<file path="src/rtl/ppm_pkg.sv">
// ppm_pkg: constants, types and mode decoding for the port-mode register block.
// assumes one 125 MHz clock and a synchronous active-low reset in every user.
package ppm_pkg;

  localparam int NUM_PORTS = 4;
  localparam int MODE_W = 2;
  localparam int REG_W = 8;

  // command codes selected by the host after the device address
  localparam logic [7:0] CMD_STRAP_ADDR = 8'h11;
  localparam logic [7:0] CMD_PORT_MODE = 8'h12;
  localparam logic [7:0] PORT_MODE_RESET = 8'h00;
  localparam logic [7:0] READ_UNMAPPED = 8'h00;

  // device address layout: prefix, four straps, internal lowest bit
  localparam logic [1:0] ADDR_PREFIX = 2'h1;
  localparam logic [6:0] BROADCAST_ADDR = 7'h7f;
  localparam logic READBACK_PAD_HI = 1'h0;
  localparam logic [1:0] READBACK_PAD_LO = 2'h0;
  localparam int STRAP_W = 4;

  // mode field encodings
  localparam logic [1:0] MODE_CODE_OFF = 2'h0;
  localparam logic [1:0] MODE_CODE_MANUAL = 2'h1;

  // serial byte bit counting
  localparam logic [3:0] BIT_CNT_ZERO = 4'h0;
  localparam logic [3:0] BIT_CNT_ONE = 4'h1;
  localparam logic [3:0] BIT_CNT_LAST = 4'h7;
  localparam logic [3:0] BIT_CNT_FULL = 4'h8;

  typedef enum logic [1:0] {PPM_OFF, PPM_MANUAL, PPM_SEMI} ppm_mode_e;
  typedef enum logic [2:0] {ST_IDLE, ST_RX, ST_ACK, ST_TX, ST_TXACK} ppm_bus_st_e;
  typedef enum logic [1:0] {BK_ADDR, BK_CMD, BK_DATA} ppm_byte_e;

  function automatic ppm_mode_e ppm_decode_mode(input logic [1:0] field);
    ppm_mode_e m;
    if (field == MODE_CODE_OFF) begin
      m = PPM_OFF;
    end else if (field == MODE_CODE_MANUAL) begin
      m = PPM_MANUAL;
    end else begin
      m = PPM_SEMI;
    end
    return m;
  endfunction : ppm_decode_mode

endpackage : ppm_pkg

</file>
<file path="src/rtl/ppm_port_ctl.sv">
// ppm_port_ctl: per-port mode handling, power state bits and their change events.
// assumes port power inputs come from logic on the same clock.
`timescale 1ns/1ns
module ppm_port_ctl (
  input wire logic clock_i,
  input wire logic rst_n_i,
  input wire logic [1:0] mode_field_i,
  input wire logic port_powered_i,
  input wire logic power_good_i,
  input wire logic detect_enable_bit_i,
  input wire logic class_enable_bit_i,
  input wire logic detect_valid_i,
  output logic off_clear_o,
  output logic detect_run_o,
  output logic class_run_o,
  output logic port_on_state_o,
  output logic power_good_state_o,
  output logic power_good_change_event_o,
  output logic power_enable_change_event_o
);
  import ppm_pkg::*;

  ppm_mode_e mode;
  logic is_off;
  logic is_manual;
  logic pe_ff;
  logic pg_ff;
  logic pgc_ff;
  logic pec_ff;
  logic nxt_pe;
  logic nxt_pg;

  assign mode = ppm_decode_mode(mode_field_i);
  assign is_off = (mode == PPM_OFF);
  assign is_manual = (mode == PPM_MANUAL);

  // level, not pulse: holds the port's events, results, enables and fault bit cleared
  assign off_clear_o = is_off;

  // off runs nothing; detection only while unpowered, so cycles repeat in semi-auto
  assign detect_run_o = ~is_off & detect_enable_bit_i & ~pe_ff;
  // semi-auto classifies only after a valid detection; no power-on request exists here
  assign class_run_o = ~is_off & class_enable_bit_i & ~pe_ff
                       & (is_manual | detect_valid_i);

  // off forces the power bits low; power good latches until the port turns off
  assign nxt_pe = ~is_off & port_powered_i;
  assign nxt_pg = nxt_pe & (pg_ff | power_good_i);

  always_ff @(posedge clock_i) begin
    if (!rst_n_i) begin
      pe_ff <= 1'b0;
      pg_ff <= 1'b0;
      pgc_ff <= 1'b0;
      pec_ff <= 1'b0;
    end else begin
      pe_ff <= nxt_pe;
      pg_ff <= nxt_pg;
      pgc_ff <= nxt_pg ^ pg_ff;
      pec_ff <= nxt_pe ^ pe_ff;
    end
  end

  assign port_on_state_o = pe_ff;
  assign power_good_state_o = pg_ff;
  assign power_good_change_event_o = pgc_ff;
  assign power_enable_change_event_o = pec_ff;

endmodule : ppm_port_ctl

</file>
<file path="src/rtl/ppm_port_mode_regs.sv">
// ppm_port_mode_regs: two-wire serial slave holding the strap address readback
// and the per-port mode register, plus one port controller per port.
// assumes scl/sda and strap pins are asynchronous; port inputs share clock_i.
//
// What this block does
// - command 11h reads back the strap-derived address, one byte, read only.
// - readback bits 6..2 show the serial address from straps and internal bit.
// - the internal lowest address bit is fixed 0 or 1, shown in bit 2.
// - configuration A allows either value; configuration B always reads 0.
// - command 12h reads and writes the one-byte mode register, reset 0.
// - port 1 mode in bits 1..0, up to port 4 in bits 7..6.
// - mode 00 off, 01 manual, 10 and 11 semi-automatic.
// - off runs no detection or class; manual makes no automatic changes.
// - semi-auto detects and classifies itself but never powers on alone.
// - off clears class/detect events, fault flags, start fault, stored results.
// - off also clears class and detect enables and power-on fault bit.
// - off updates the port's power-on and power-good bits to match.
// - a power-on or power-good change sets the matching change events.
// - power-on state reads 1 while on and 0 while off.
// - semi-auto repeats detection and class while off and enabled; class needs valid detect.
`timescale 1ns/1ns
module ppm_port_mode_regs #(
  parameter bit CONFIG_B = 1'b0,
  parameter bit INTERNAL_LSB = 1'b0
) (
  input wire logic clock_i,
  input wire logic rst_n_i,
  input wire logic scl_i,
  input wire logic sda_i,
  output logic sda_o,
  output logic sda_oe_o,
  input wire logic [ppm_pkg::STRAP_W-1:0] address_strap_pins_i,
  input wire logic [ppm_pkg::NUM_PORTS-1:0] port_powered_i,
  input wire logic [ppm_pkg::NUM_PORTS-1:0] power_good_i,
  input wire logic [ppm_pkg::NUM_PORTS-1:0] detect_enable_bit_i,
  input wire logic [ppm_pkg::NUM_PORTS-1:0] class_enable_bit_i,
  input wire logic [ppm_pkg::NUM_PORTS-1:0] detect_valid_i,
  output logic [ppm_pkg::NUM_PORTS-1:0] off_clear_o,
  output logic [ppm_pkg::NUM_PORTS-1:0] detect_run_o,
  output logic [ppm_pkg::NUM_PORTS-1:0] class_run_o,
  output logic [ppm_pkg::NUM_PORTS-1:0] port_on_state_o,
  output logic [ppm_pkg::NUM_PORTS-1:0] power_good_state_o,
  output logic [ppm_pkg::NUM_PORTS-1:0] power_good_change_event_o,
  output logic [ppm_pkg::NUM_PORTS-1:0] power_enable_change_event_o,
  output logic [ppm_pkg::REG_W-1:0] port_mode_select_o
);
  import ppm_pkg::*;

  // pin synchronisers; the meta stage feeds only the sync stage
  logic scl_meta_ff;
  logic scl_sync_ff;
  logic scl_prev_ff;
  logic sda_meta_ff;
  logic sda_sync_ff;
  logic sda_prev_ff;
  logic [STRAP_W-1:0] strap_meta_ff;
  logic [STRAP_W-1:0] strap_sync_ff;

  // bus engine state
  ppm_bus_st_e state_ff;
  ppm_bus_st_e nxt_state;
  ppm_byte_e kind_ff;
  ppm_byte_e nxt_kind;
  logic [3:0] cnt_ff;
  logic [3:0] nxt_cnt;
  logic [REG_W-1:0] sh_ff;
  logic [REG_W-1:0] nxt_sh;
  logic rw_ff;
  logic nxt_rw;
  logic [REG_W-1:0] cmd_ff;
  logic [REG_W-1:0] nxt_cmd;
  logic [REG_W-1:0] mode_ff;
  logic [REG_W-1:0] nxt_mode;

  logic scl_rise;
  logic scl_fall;
  logic bus_start;
  logic bus_stop;
  logic addr_lsb;
  logic [6:0] own_addr;
  logic [6:0] rx_addr;
  logic addr_hit;
  logic [REG_W-1:0] strap_readback;
  logic [REG_W-1:0] rd_data;
  logic byte_done;
  logic cmd_is_strap;
  logic cmd_is_mode;
  logic sda_oe_ff;
  logic nxt_sda_oe;

  // one serial bit into the low end of the shift register, msb first on the wire
  function automatic logic [REG_W-1:0] shift_in(input logic [REG_W-1:0] v, input logic b);
    return {v[REG_W-2:0], b};
  endfunction : shift_in

  always_ff @(posedge clock_i) begin
    if (!rst_n_i) begin
      scl_meta_ff <= 1'b1;
      scl_sync_ff <= 1'b1;
      scl_prev_ff <= 1'b1;
    end else begin
      scl_meta_ff <= scl_i;
      scl_sync_ff <= scl_meta_ff;
      scl_prev_ff <= scl_sync_ff;
    end
  end

  always_ff @(posedge clock_i) begin
    if (!rst_n_i) begin
      sda_meta_ff <= 1'b1;
      sda_sync_ff <= 1'b1;
      sda_prev_ff <= 1'b1;
    end else begin
      sda_meta_ff <= sda_i;
      sda_sync_ff <= sda_meta_ff;
      sda_prev_ff <= sda_sync_ff;
    end
  end

  // straps are static in use but may still move at power-up, so they are synchronised too
  always_ff @(posedge clock_i) begin
    if (!rst_n_i) begin
      strap_meta_ff <= '0;
      strap_sync_ff <= '0;
    end else begin
      strap_meta_ff <= address_strap_pins_i;
      strap_sync_ff <= strap_meta_ff;
    end
  end

  assign scl_rise = scl_sync_ff & ~scl_prev_ff;
  assign scl_fall = ~scl_sync_ff & scl_prev_ff;
  // start and stop: sda moves while scl stays high
  assign bus_start = scl_sync_ff & scl_prev_ff & sda_prev_ff & ~sda_sync_ff;
  assign bus_stop = scl_sync_ff & scl_prev_ff & ~sda_prev_ff & sda_sync_ff;

  // configuration B pins the internal bit low whatever the parameter says
  assign addr_lsb = CONFIG_B ? 1'b0 : INTERNAL_LSB;
  assign own_addr = {ADDR_PREFIX, strap_sync_ff, addr_lsb};
  assign rx_addr = sh_ff[REG_W-1:1];
  // broadcast answers writes only: several devices driving read data would collide
  assign addr_hit = (rx_addr == own_addr)
                    | ((rx_addr == BROADCAST_ADDR) & ~sh_ff[0]);

  assign strap_readback = {READBACK_PAD_HI, strap_sync_ff, addr_lsb,
                           READBACK_PAD_LO};
  // decoded once and shared by the read mux and the write path
  assign cmd_is_strap = (cmd_ff == CMD_STRAP_ADDR);
  assign cmd_is_mode = (cmd_ff == CMD_PORT_MODE);
  assign rd_data = cmd_is_strap ? strap_readback :
                   cmd_is_mode ? mode_ff :
                   READ_UNMAPPED;

  assign byte_done = scl_fall & (cnt_ff == BIT_CNT_FULL);

  always_comb begin
    nxt_state = state_ff;
    nxt_kind = kind_ff;
    nxt_cnt = cnt_ff;
    nxt_sh = sh_ff;
    nxt_rw = rw_ff;
    nxt_cmd = cmd_ff;
    nxt_mode = mode_ff;
    if (bus_stop) begin
      nxt_state = ST_IDLE;
    end else if (bus_start) begin
      nxt_state = ST_RX;
      nxt_kind = BK_ADDR;
      nxt_cnt = BIT_CNT_ZERO;
    end else begin
      unique case (state_ff)
        ST_IDLE: begin
          nxt_cnt = BIT_CNT_ZERO;
        end
        ST_RX: begin
          if (scl_rise) begin
            nxt_sh = shift_in(sh_ff, sda_sync_ff);
            nxt_cnt = 4'(cnt_ff + BIT_CNT_ONE);
          end else if (byte_done) begin
            nxt_cnt = BIT_CNT_ZERO;
            unique case (kind_ff)
              BK_ADDR: begin
                if (addr_hit) begin
                  nxt_state = ST_ACK;
                  nxt_rw = sh_ff[0];
                end else begin
                  nxt_state = ST_IDLE;
                end
              end
              BK_CMD: begin
                nxt_cmd = sh_ff;
                nxt_state = ST_ACK;
              end
              BK_DATA: begin
                // writes to the readback or unknown commands are acknowledged and dropped
                if (cmd_is_mode) begin
                  nxt_mode = sh_ff;
                end
                nxt_state = ST_ACK;
              end
              default: begin
                nxt_state = ST_IDLE;
              end
            endcase
          end
        end
        ST_ACK: begin
          if (scl_fall) begin
            if (rw_ff) begin
              nxt_state = ST_TX;
              nxt_sh = rd_data;
              nxt_cnt = BIT_CNT_ZERO;
            end else begin
              nxt_state = ST_RX;
              nxt_kind = (kind_ff == BK_ADDR) ? BK_CMD : BK_DATA;
            end
          end
        end
        ST_TX: begin
          if (scl_fall) begin
            if (cnt_ff == BIT_CNT_LAST) begin
              nxt_state = ST_TXACK;
            end else begin
              nxt_sh = shift_in(sh_ff, 1'b0);
              nxt_cnt = 4'(cnt_ff + BIT_CNT_ONE);
            end
          end
        end
        ST_TXACK: begin
          // host nack ends the read; ack repeats the same register
          if (scl_rise && sda_sync_ff) begin
            nxt_state = ST_IDLE;
          end else if (scl_fall) begin
            nxt_state = ST_TX;
            nxt_sh = rd_data;
            nxt_cnt = BIT_CNT_ZERO;
          end
        end
        // an upset into an unused state code returns to idle instead of hanging
        default: begin
          nxt_state = ST_IDLE;
        end
      endcase
    end
  end

  always_ff @(posedge clock_i) begin
    if (!rst_n_i) begin
      state_ff <= ST_IDLE;
      kind_ff <= BK_ADDR;
      cnt_ff <= BIT_CNT_ZERO;
      sh_ff <= '0;
      rw_ff <= 1'b0;
      cmd_ff <= '0;
      sda_oe_ff <= 1'b0;
    end else begin
      state_ff <= nxt_state;
      kind_ff <= nxt_kind;
      cnt_ff <= nxt_cnt;
      sh_ff <= nxt_sh;
      rw_ff <= nxt_rw;
      cmd_ff <= nxt_cmd;
      sda_oe_ff <= nxt_sda_oe;
    end
  end

  // kept apart from the bus engine: only a finished data byte to 12h moves it
  always_ff @(posedge clock_i) begin
    if (!rst_n_i) begin
      mode_ff <= PORT_MODE_RESET;
    end else begin
      mode_ff <= nxt_mode;
    end
  end

  // open drain: only ever pull low, during ack and for zero data bits; taken from the
  // next state so the registered enable keeps the same timing without glitches
  assign nxt_sda_oe = (nxt_state == ST_ACK) | ((nxt_state == ST_TX) & ~nxt_sh[REG_W-1]);
  assign sda_o = 1'b0;
  assign sda_oe_o = sda_oe_ff;
  assign port_mode_select_o = mode_ff;

  for (genvar p = 0; p < NUM_PORTS; p++) begin : g_port
    ppm_port_ctl u_port (
      .clock_i(clock_i),
      .rst_n_i(rst_n_i),
      .mode_field_i(mode_ff[p*MODE_W +: MODE_W]),
      .port_powered_i(port_powered_i[p]),
      .power_good_i(power_good_i[p]),
      .detect_enable_bit_i(detect_enable_bit_i[p]),
      .class_enable_bit_i(class_enable_bit_i[p]),
      .detect_valid_i(detect_valid_i[p]),
      .off_clear_o(off_clear_o[p]),
      .detect_run_o(detect_run_o[p]),
      .class_run_o(class_run_o[p]),
      .port_on_state_o(port_on_state_o[p]),
      .power_good_state_o(power_good_state_o[p]),
      .power_good_change_event_o(power_good_change_event_o[p]),
      .power_enable_change_event_o(power_enable_change_event_o[p])
    );
  end

endmodule : ppm_port_mode_regs

</file>
<file path="config.mk">
export PLATFORM = sky130hd
export DESIGN_NAME = ppm_port_mode_regs
export DESIGN_NICKNAME = d
export VERILOG_FILES = /design/src/rtl/ppm_pkg.sv /design/src/rtl/ppm_port_ctl.sv /design/src/rtl/ppm_port_mode_regs.sv
export SDC_FILE = /design/constraint.sdc
export NUM_CORES = 1
export LEC_CHECK = 0
export BUFFER_PORTS_ARGS = -buffer_cell sky130_fd_sc_hd__buf_2
export CORE_ASPECT_RATIO = 2
export CORE_MARGIN = 2
export CORE_UTILIZATION = 31
export DETAILED_ROUTE_END_ITERATION = 8
export PLACE_DENSITY = 0.5
export SETUP_SLACK_MARGIN = 0.02
export SLEW_MARGIN = 20
export SYNTH_ARGS = -nofsm -noshare
export SYNTH_HDL_FRONTEND = slang
export SYNTH_SLANG_ARGS = --single-unit
</file>
<file path="constraint.sdc">
create_clock -name clock_i -period 2 [get_ports clock_i]
set_input_delay 0.4 -clock clock_i [delete_from_list [all_inputs] [get_ports clock_i]]
set_output_delay 0.4 -clock clock_i [all_outputs]
set_load 0.01 [all_outputs]
</file>
# Yosys cells after proc, flatten, opt, wreduce, memory -nomap -nowiden
# Cells that the tools add are included.
# totals
in_bits	28
memories	0
rom_bits	0
ram_bits	0
latch_bits	0
reg_bits	65
# classes
shifts	0
n_bitwise	73
n_mux	48
addsub	1
n_mul	0
div_mod_pow	0
eq_ne	37
n_lt_le_gt_ge	0
n_reduce_logical	22
# op_table
operator	n
2-to-1 mux 8 bit	11
AND 1 bit	38
2-to-1 mux 4 bit	9
one-hot mux 8 bit (4 select lines)	1
2-to-1 mux 2 bit	15
2-to-1 mux 3 bit	9
one-hot mux 4 bit (5 select lines)	1
== test 2 x 1 -> 1 bit, second input constant	9
zero test 2 bit	9
inequality test 3 bit, second input constant	6
inverter 1 bit	17
== test 8 x 5 -> 1 bit, second input constant	2
one-hot mux 3 bit (5 select lines)	1
inequality test 2 bit, second input constant	7
AND reduction 7 bit	2
== test 3 x 2 -> 1 bit, second input constant	4
bitwise OR 1 bit	10
AND reduction 10 bit	1
AND reduction 9 bit	1
bitwise XOR 1 bit	8
== test 7 x 6 -> 1 bit	1
== test 7 bit, second input constant	1
one-hot mux 3 bit (2 select lines)	1
AND reduction 6 bit	1
15 further kinds	16

# Logic depth before layout (Yosys ltp)
# logic_depth
ltp_word	13
ltp_mapped	8

# Modules after synthesis
# From an unflattened synthesis, not the netlist that was laid out.
# unflattened
cells_unflattened	351
hier_area_um2	3160.5
# modules_own_cells
module	seq_area_each_um2	area_each_um2	cells_per_inst	instances
ppm_port_mode_regs	980.9	2459.9	283	1
ppm_port_ctl	80.1	175.2	17	4

# Worst setup path before layout
# Ideal clock, no wire load.
# synth_timing
path_kind	register to register
startpoint	reg state_ff[0]
endpoint	reg mode_ff[0], in the netlist port_mode_select_o[0]
path_stages_with_launch	7
arrival_ns	1.542
setup_slack_ns	0.330
path_buffers	1
setup_ns	0.128
cell_sequence	dfxtp_1 > or3b_4 > nor4_4 > and3_1 > buf_4 > mux2i_1 > nor2_1
# synth_between
elab_chain_cells	2
# synth_rtl
element	line_no	text
start: declaration	ppm_port_mode_regs.sv:60	ppm_bus_st_e state_ff;
start signal: assignment	ppm_port_mode_regs.sv:257	state_ff <= nxt_state;
== test 3 x 1 -> 1 bit	ppm_port_mode_regs.sv:171	unique case (state_ff)
AND reduction 7 bit (no source line)	-	
end signal: assignment	ppm_port_mode_regs.sv:272	mode_ff <= nxt_mode;
end: declaration	ppm_port_mode_regs.sv:72	logic [REG_W-1:0] mode_ff;
# Every way passes these cells.
# A chain may end at the register's enable or synchronous reset.

# Worst setup path after layout
# layout_timing
startpoint	reg scl_prev_ff
endpoint	reg sda_oe_ff, in the netlist sda_oe_o
# layout_between
elab_chain_cells	10
elab_cells_between_ends	32
# layout_rtl
element	line_no	text
start: declaration	ppm_port_mode_regs.sv:52	logic scl_prev_ff;
start signal: assignment	ppm_port_mode_regs.sv:104	scl_prev_ff <= scl_sync_ff;
AND 1 bit / inverter 1 bit (equally long branches)	ppm_port_mode_regs.sv:132, ppm_port_mode_regs.sv:131	
AND 1 bit (on tied branches)	ppm_port_mode_regs.sv:154, ppm_port_mode_regs.sv:131	
2-to-1 mux 3 bit / logical AND 1 bit (equally long branches)	ppm_port_mode_regs.sv:179, ppm_port_mode_regs.sv:231	
2-to-1 mux 3 bit (tied with other cells)	ppm_port_mode_regs.sv:176	if (scl_rise) begin
one-hot mux 3 bit (5 select lines) / one-hot mux 8 bit (4 select lines) (equally long branches)	ppm_port_mode_regs.sv:171	
2-to-1 mux 3 bit / 2-to-1 mux 8 bit (equally long branches)	ppm_port_mode_regs.sv:166	end else if (bus_start) begin
2-to-1 mux 3 bit / 2-to-1 mux 8 bit (equally long branches)	ppm_port_mode_regs.sv:164	if (bus_stop) begin
== test 3 x 2 -> 1 bit / inverter 1 bit (equally long branches)	ppm_port_mode_regs.sv:278	assign nxt_sda_oe = (nxt_state == ST_ACK) | ((nxt_state == ST_TX) & ~nxt_sh[REG_W-1]);
AND 1 bit	ppm_port_mode_regs.sv:278	
bitwise OR 1 bit *	ppm_port_mode_regs.sv:278	
end signal: assignment	ppm_port_mode_regs.sv:263	sda_oe_ff <= nxt_sda_oe;
end: declaration	ppm_port_mode_regs.sv:88	logic sda_oe_ff;
# Mark *: on every way between the ends. The rest lies on a longest branch, timed or not. The select of a mux whose other input is x is not followed.

==> flow_summary.yaml <==
timing:
  finalHoldViolations: 0
  slew_headroom: 0.586
  setup_tns_ns: 0
  tightest_slew_ns: 0.620
  fmaxAchievable_mhz: 532
  whs_ns: 0.248
  fin_crit_sh: 0.940
  drv_slew: 0
  period_needed_ns: 1.88
  grt_setup_unrepaired: "false"
  setup_violations: 0
  fin_skew_ns: 0.00695
synth:
  synth.largest_area_cell: "dfxtp_1"
  synth_ff_type: "dfxtp_1"
  yosys_warnings: 0
  ys_ff_latch: 65
  synth-seq-area-share: 0.399
  synthTopCellsByArea: "dfxtp_1, buf_4, mux2i_1"
  synthesis.nets: 408
  synth.most_common_cell: "dfxtp_1"
  syn_inst: 374
  synth_area_per_cell_sq_um: 8.72
  synth_cell_types: 58
  synth_commonest_cells: "dfxtp_1, nor2_1, buf_4, nand2_1, a21oi_1"
  async_flop_share: 0
  yosys.area.top_type_share: 0.399
  synth-edff-count: 0
  netlist_area_sq_mm: 0.00326
cells_and_area:
  post_route_cells_drive_above_1_share: 0.254
  antenna_cells: 0
  nNetsFinal: 458
  utilization: 0.380
  stdcell_area_sq_mm: 0.00396
  areaGrowthSynthToFinish_pct: 21.4
  fill_cells: 1072
route:
  wl_per_cell_microns: 15.7
  wirelength_microns: 8860
  ant_nets: 0
  dr.pass1.iters: 4
  first_iter_violations: 164
  via_per_inst: 5.11
  dr_total_vias: 2892
  drc: 0
setup_path:
  required_ns: 2.27
  timing.rr.start: "scl_prev_ff"
  cpMaxStageDelayCell: "dfxtp_1"
  startpoint_type: "flop"
  path_buf_inv: 1
  path_cells: "nand2b_1 > nor4_4 > buf_6 > a211oi_2 > a211oi_4 > o31a_1"
  ff2ff_path_depth: 6
  critical_path.top_delay_family: "simple AND/OR/NAND/NOR gates"
  slowest_delay_ns: 0.53
  critPathCaptureType: "flop"
  cp.arrival_ns: 2.15
  ff2ff_setup_slack_ns: 0.12
  path_max_fanout: 11
  r2r_end: "sda_oe_o"
  crit_type: "flop to flop"
  startpoint: "scl_prev_ff"
clock_network:
  cts_hold_buf: 0
  numCtsBuffers: 9
  clk_pin_slew_worst_paths_ns: 0.05
  cts_max_level: 3
  ctsRootBufferMaster: "clkbuf_16"
  tritoncts: "built"
  clock-sinks: 65
  clockBufferDepth: 2
  cts_setup_buffers: 0
  clk_latency_ns: 0.34
power:
  combPwrFrac: 0.050
  p_seq_frac: 0.419
  intPower_mw: 2.48
  peakVddDrop_mv: 0.458
  cellPowerDensity_mw_per_mm2: 802
  p_clk_frac: 0.530
  p_switching_uw: 697
  p_leak_nw: 1.53
  p_sw_frac: 0.219
die:
  coreArea_sq_mm: 0.0104
  initial_core_util: 0.313
  dieArea_sq_mm: 0.0114
  rows: 53
  die_w_microns: 76.5
  die_h_microns: 149
  io_pins: 66
placed_design:
  placed_area_sq_mm: 0.00362
  hpwl_microns: 6810
  gp_congestion: 0.942
  io_buffer_count: 64
global_routing:
  grt_pass1_vias: 2804
  grt_pass1_wl_microns: 14100
  antenna_found_initial: 0
  grt_max_degree: 36
  overflow: 0
  grt_usage: 0.161
hold_path:
  worstHoldEndpoint: "scl_meta_ff"
  holdCritPathClass: "primary input to flop"
  hold_path_depth: 2
  min_from: "scl_i"
flow_run:
  drv_cap: 0
outcome:
  outcome: "finished clean"
==> final cells by class <==
class / instances / area (sq um) / area share
flip-flops and latches: 65 / 1300 / 0.329
repair buffers: 85 / 494 / 0.125
inverters: 10 / 37.5 / 0.00948
well taps: 137 / 171 / 0.0433
clock buffers: 10 / 229 / 0.0578
multi-input cells: 253 / 1630 / 0.412
clock inverters: 6 / 92.6 / 0.0234
==> routing by layer <==
metal,global-route usage,part of all wire
met5,0,0
met4,0.104,0.052
met3,0.0381,0.035
met2,0.308,0.57
met1,0.150,0.35
==> repair_timing <==
action / CTS / global route
endpoints found under the setup margin: 0 / 4
resized for setup: 0 / 5
hold endpoints to repair: 0 / 0
==> worst max-delay path by stage <==
stage	to	cells past startpoint
final	sda_oe_o	6
after detailed placement	sda_oe_o	6
after global routing	port_mode_select_o[6]	6
after CTS	sda_oe_o	6
after global placement	sda_oe_o	6
after floorplan	port_mode_select_o[0]	6
==> metrics by stage <==
stage	instances	setup slack (ns)	power [mW]
finish	566	0.121	3.18
global route	566	0.0215	3.28
CTS	566	0.123	3.21
detailed placement	550	0.150	1.52
global placement	550	0.126	1.52
floorplan	374	0.330	1.45
==> cell usage in the layout, fill, tap and decap left out, types with 3 or more instances in the layout <==
master,count
nor3b_1,14
a21oi_1,21
a22o_1,4
o22ai_1,8
mux2i_1,14
nor2_1,33
ha_1,6
xor2_1,6
nor4b_1,3
a31oi_1,5
a22oi_1,6
buf_2,64
and2_1,11
clkbuf_16,9
o21a_1,5
dfxtp_1,64
nor2b_1,3
a211oi_1,3
nand2_1,25
nor3_1,7
o21ai_0,14
nand2b_1,9
nand3_1,13
xnor2_1,3
inv_1,9
buf_4,19
nand3b_1,5
==> cell families (layout without fill, tap and decap cells) <==
group                    Yosys count  after routing  share of synthesized area
multiplexers                      14             14                     0.0430
flip-flops                        65             65                      0.399
XOR/XNOR                           9              9                     0.0242
AO/OA/AOI/OAI                     81             81                      0.165
AND/OR/NAND/NOR                  142            142                      0.241
other                              1              1                    0.00115
buffers and inverters             56            111                      0.103
adder cells (fa/ha/maj)            6              6                     0.0230
==> power by group through the flow <==
| stage | sequential [mW] | combinational [mW] | clock, mW |
|---|---|---|---|
| floorplan | 1.35 | 0.102 | 0 |
| global placement | 1.36 | 0.158 | 0 |
| detailed placement | 1.36 | 0.158 | 0 |
| CTS | 1.33 | 0.159 | 1.72 |
| global route | 1.33 | 0.175 | 1.77 |
| finish | 1.33 | 0.160 | 1.68 |
(Power assumes the default switching activity.)
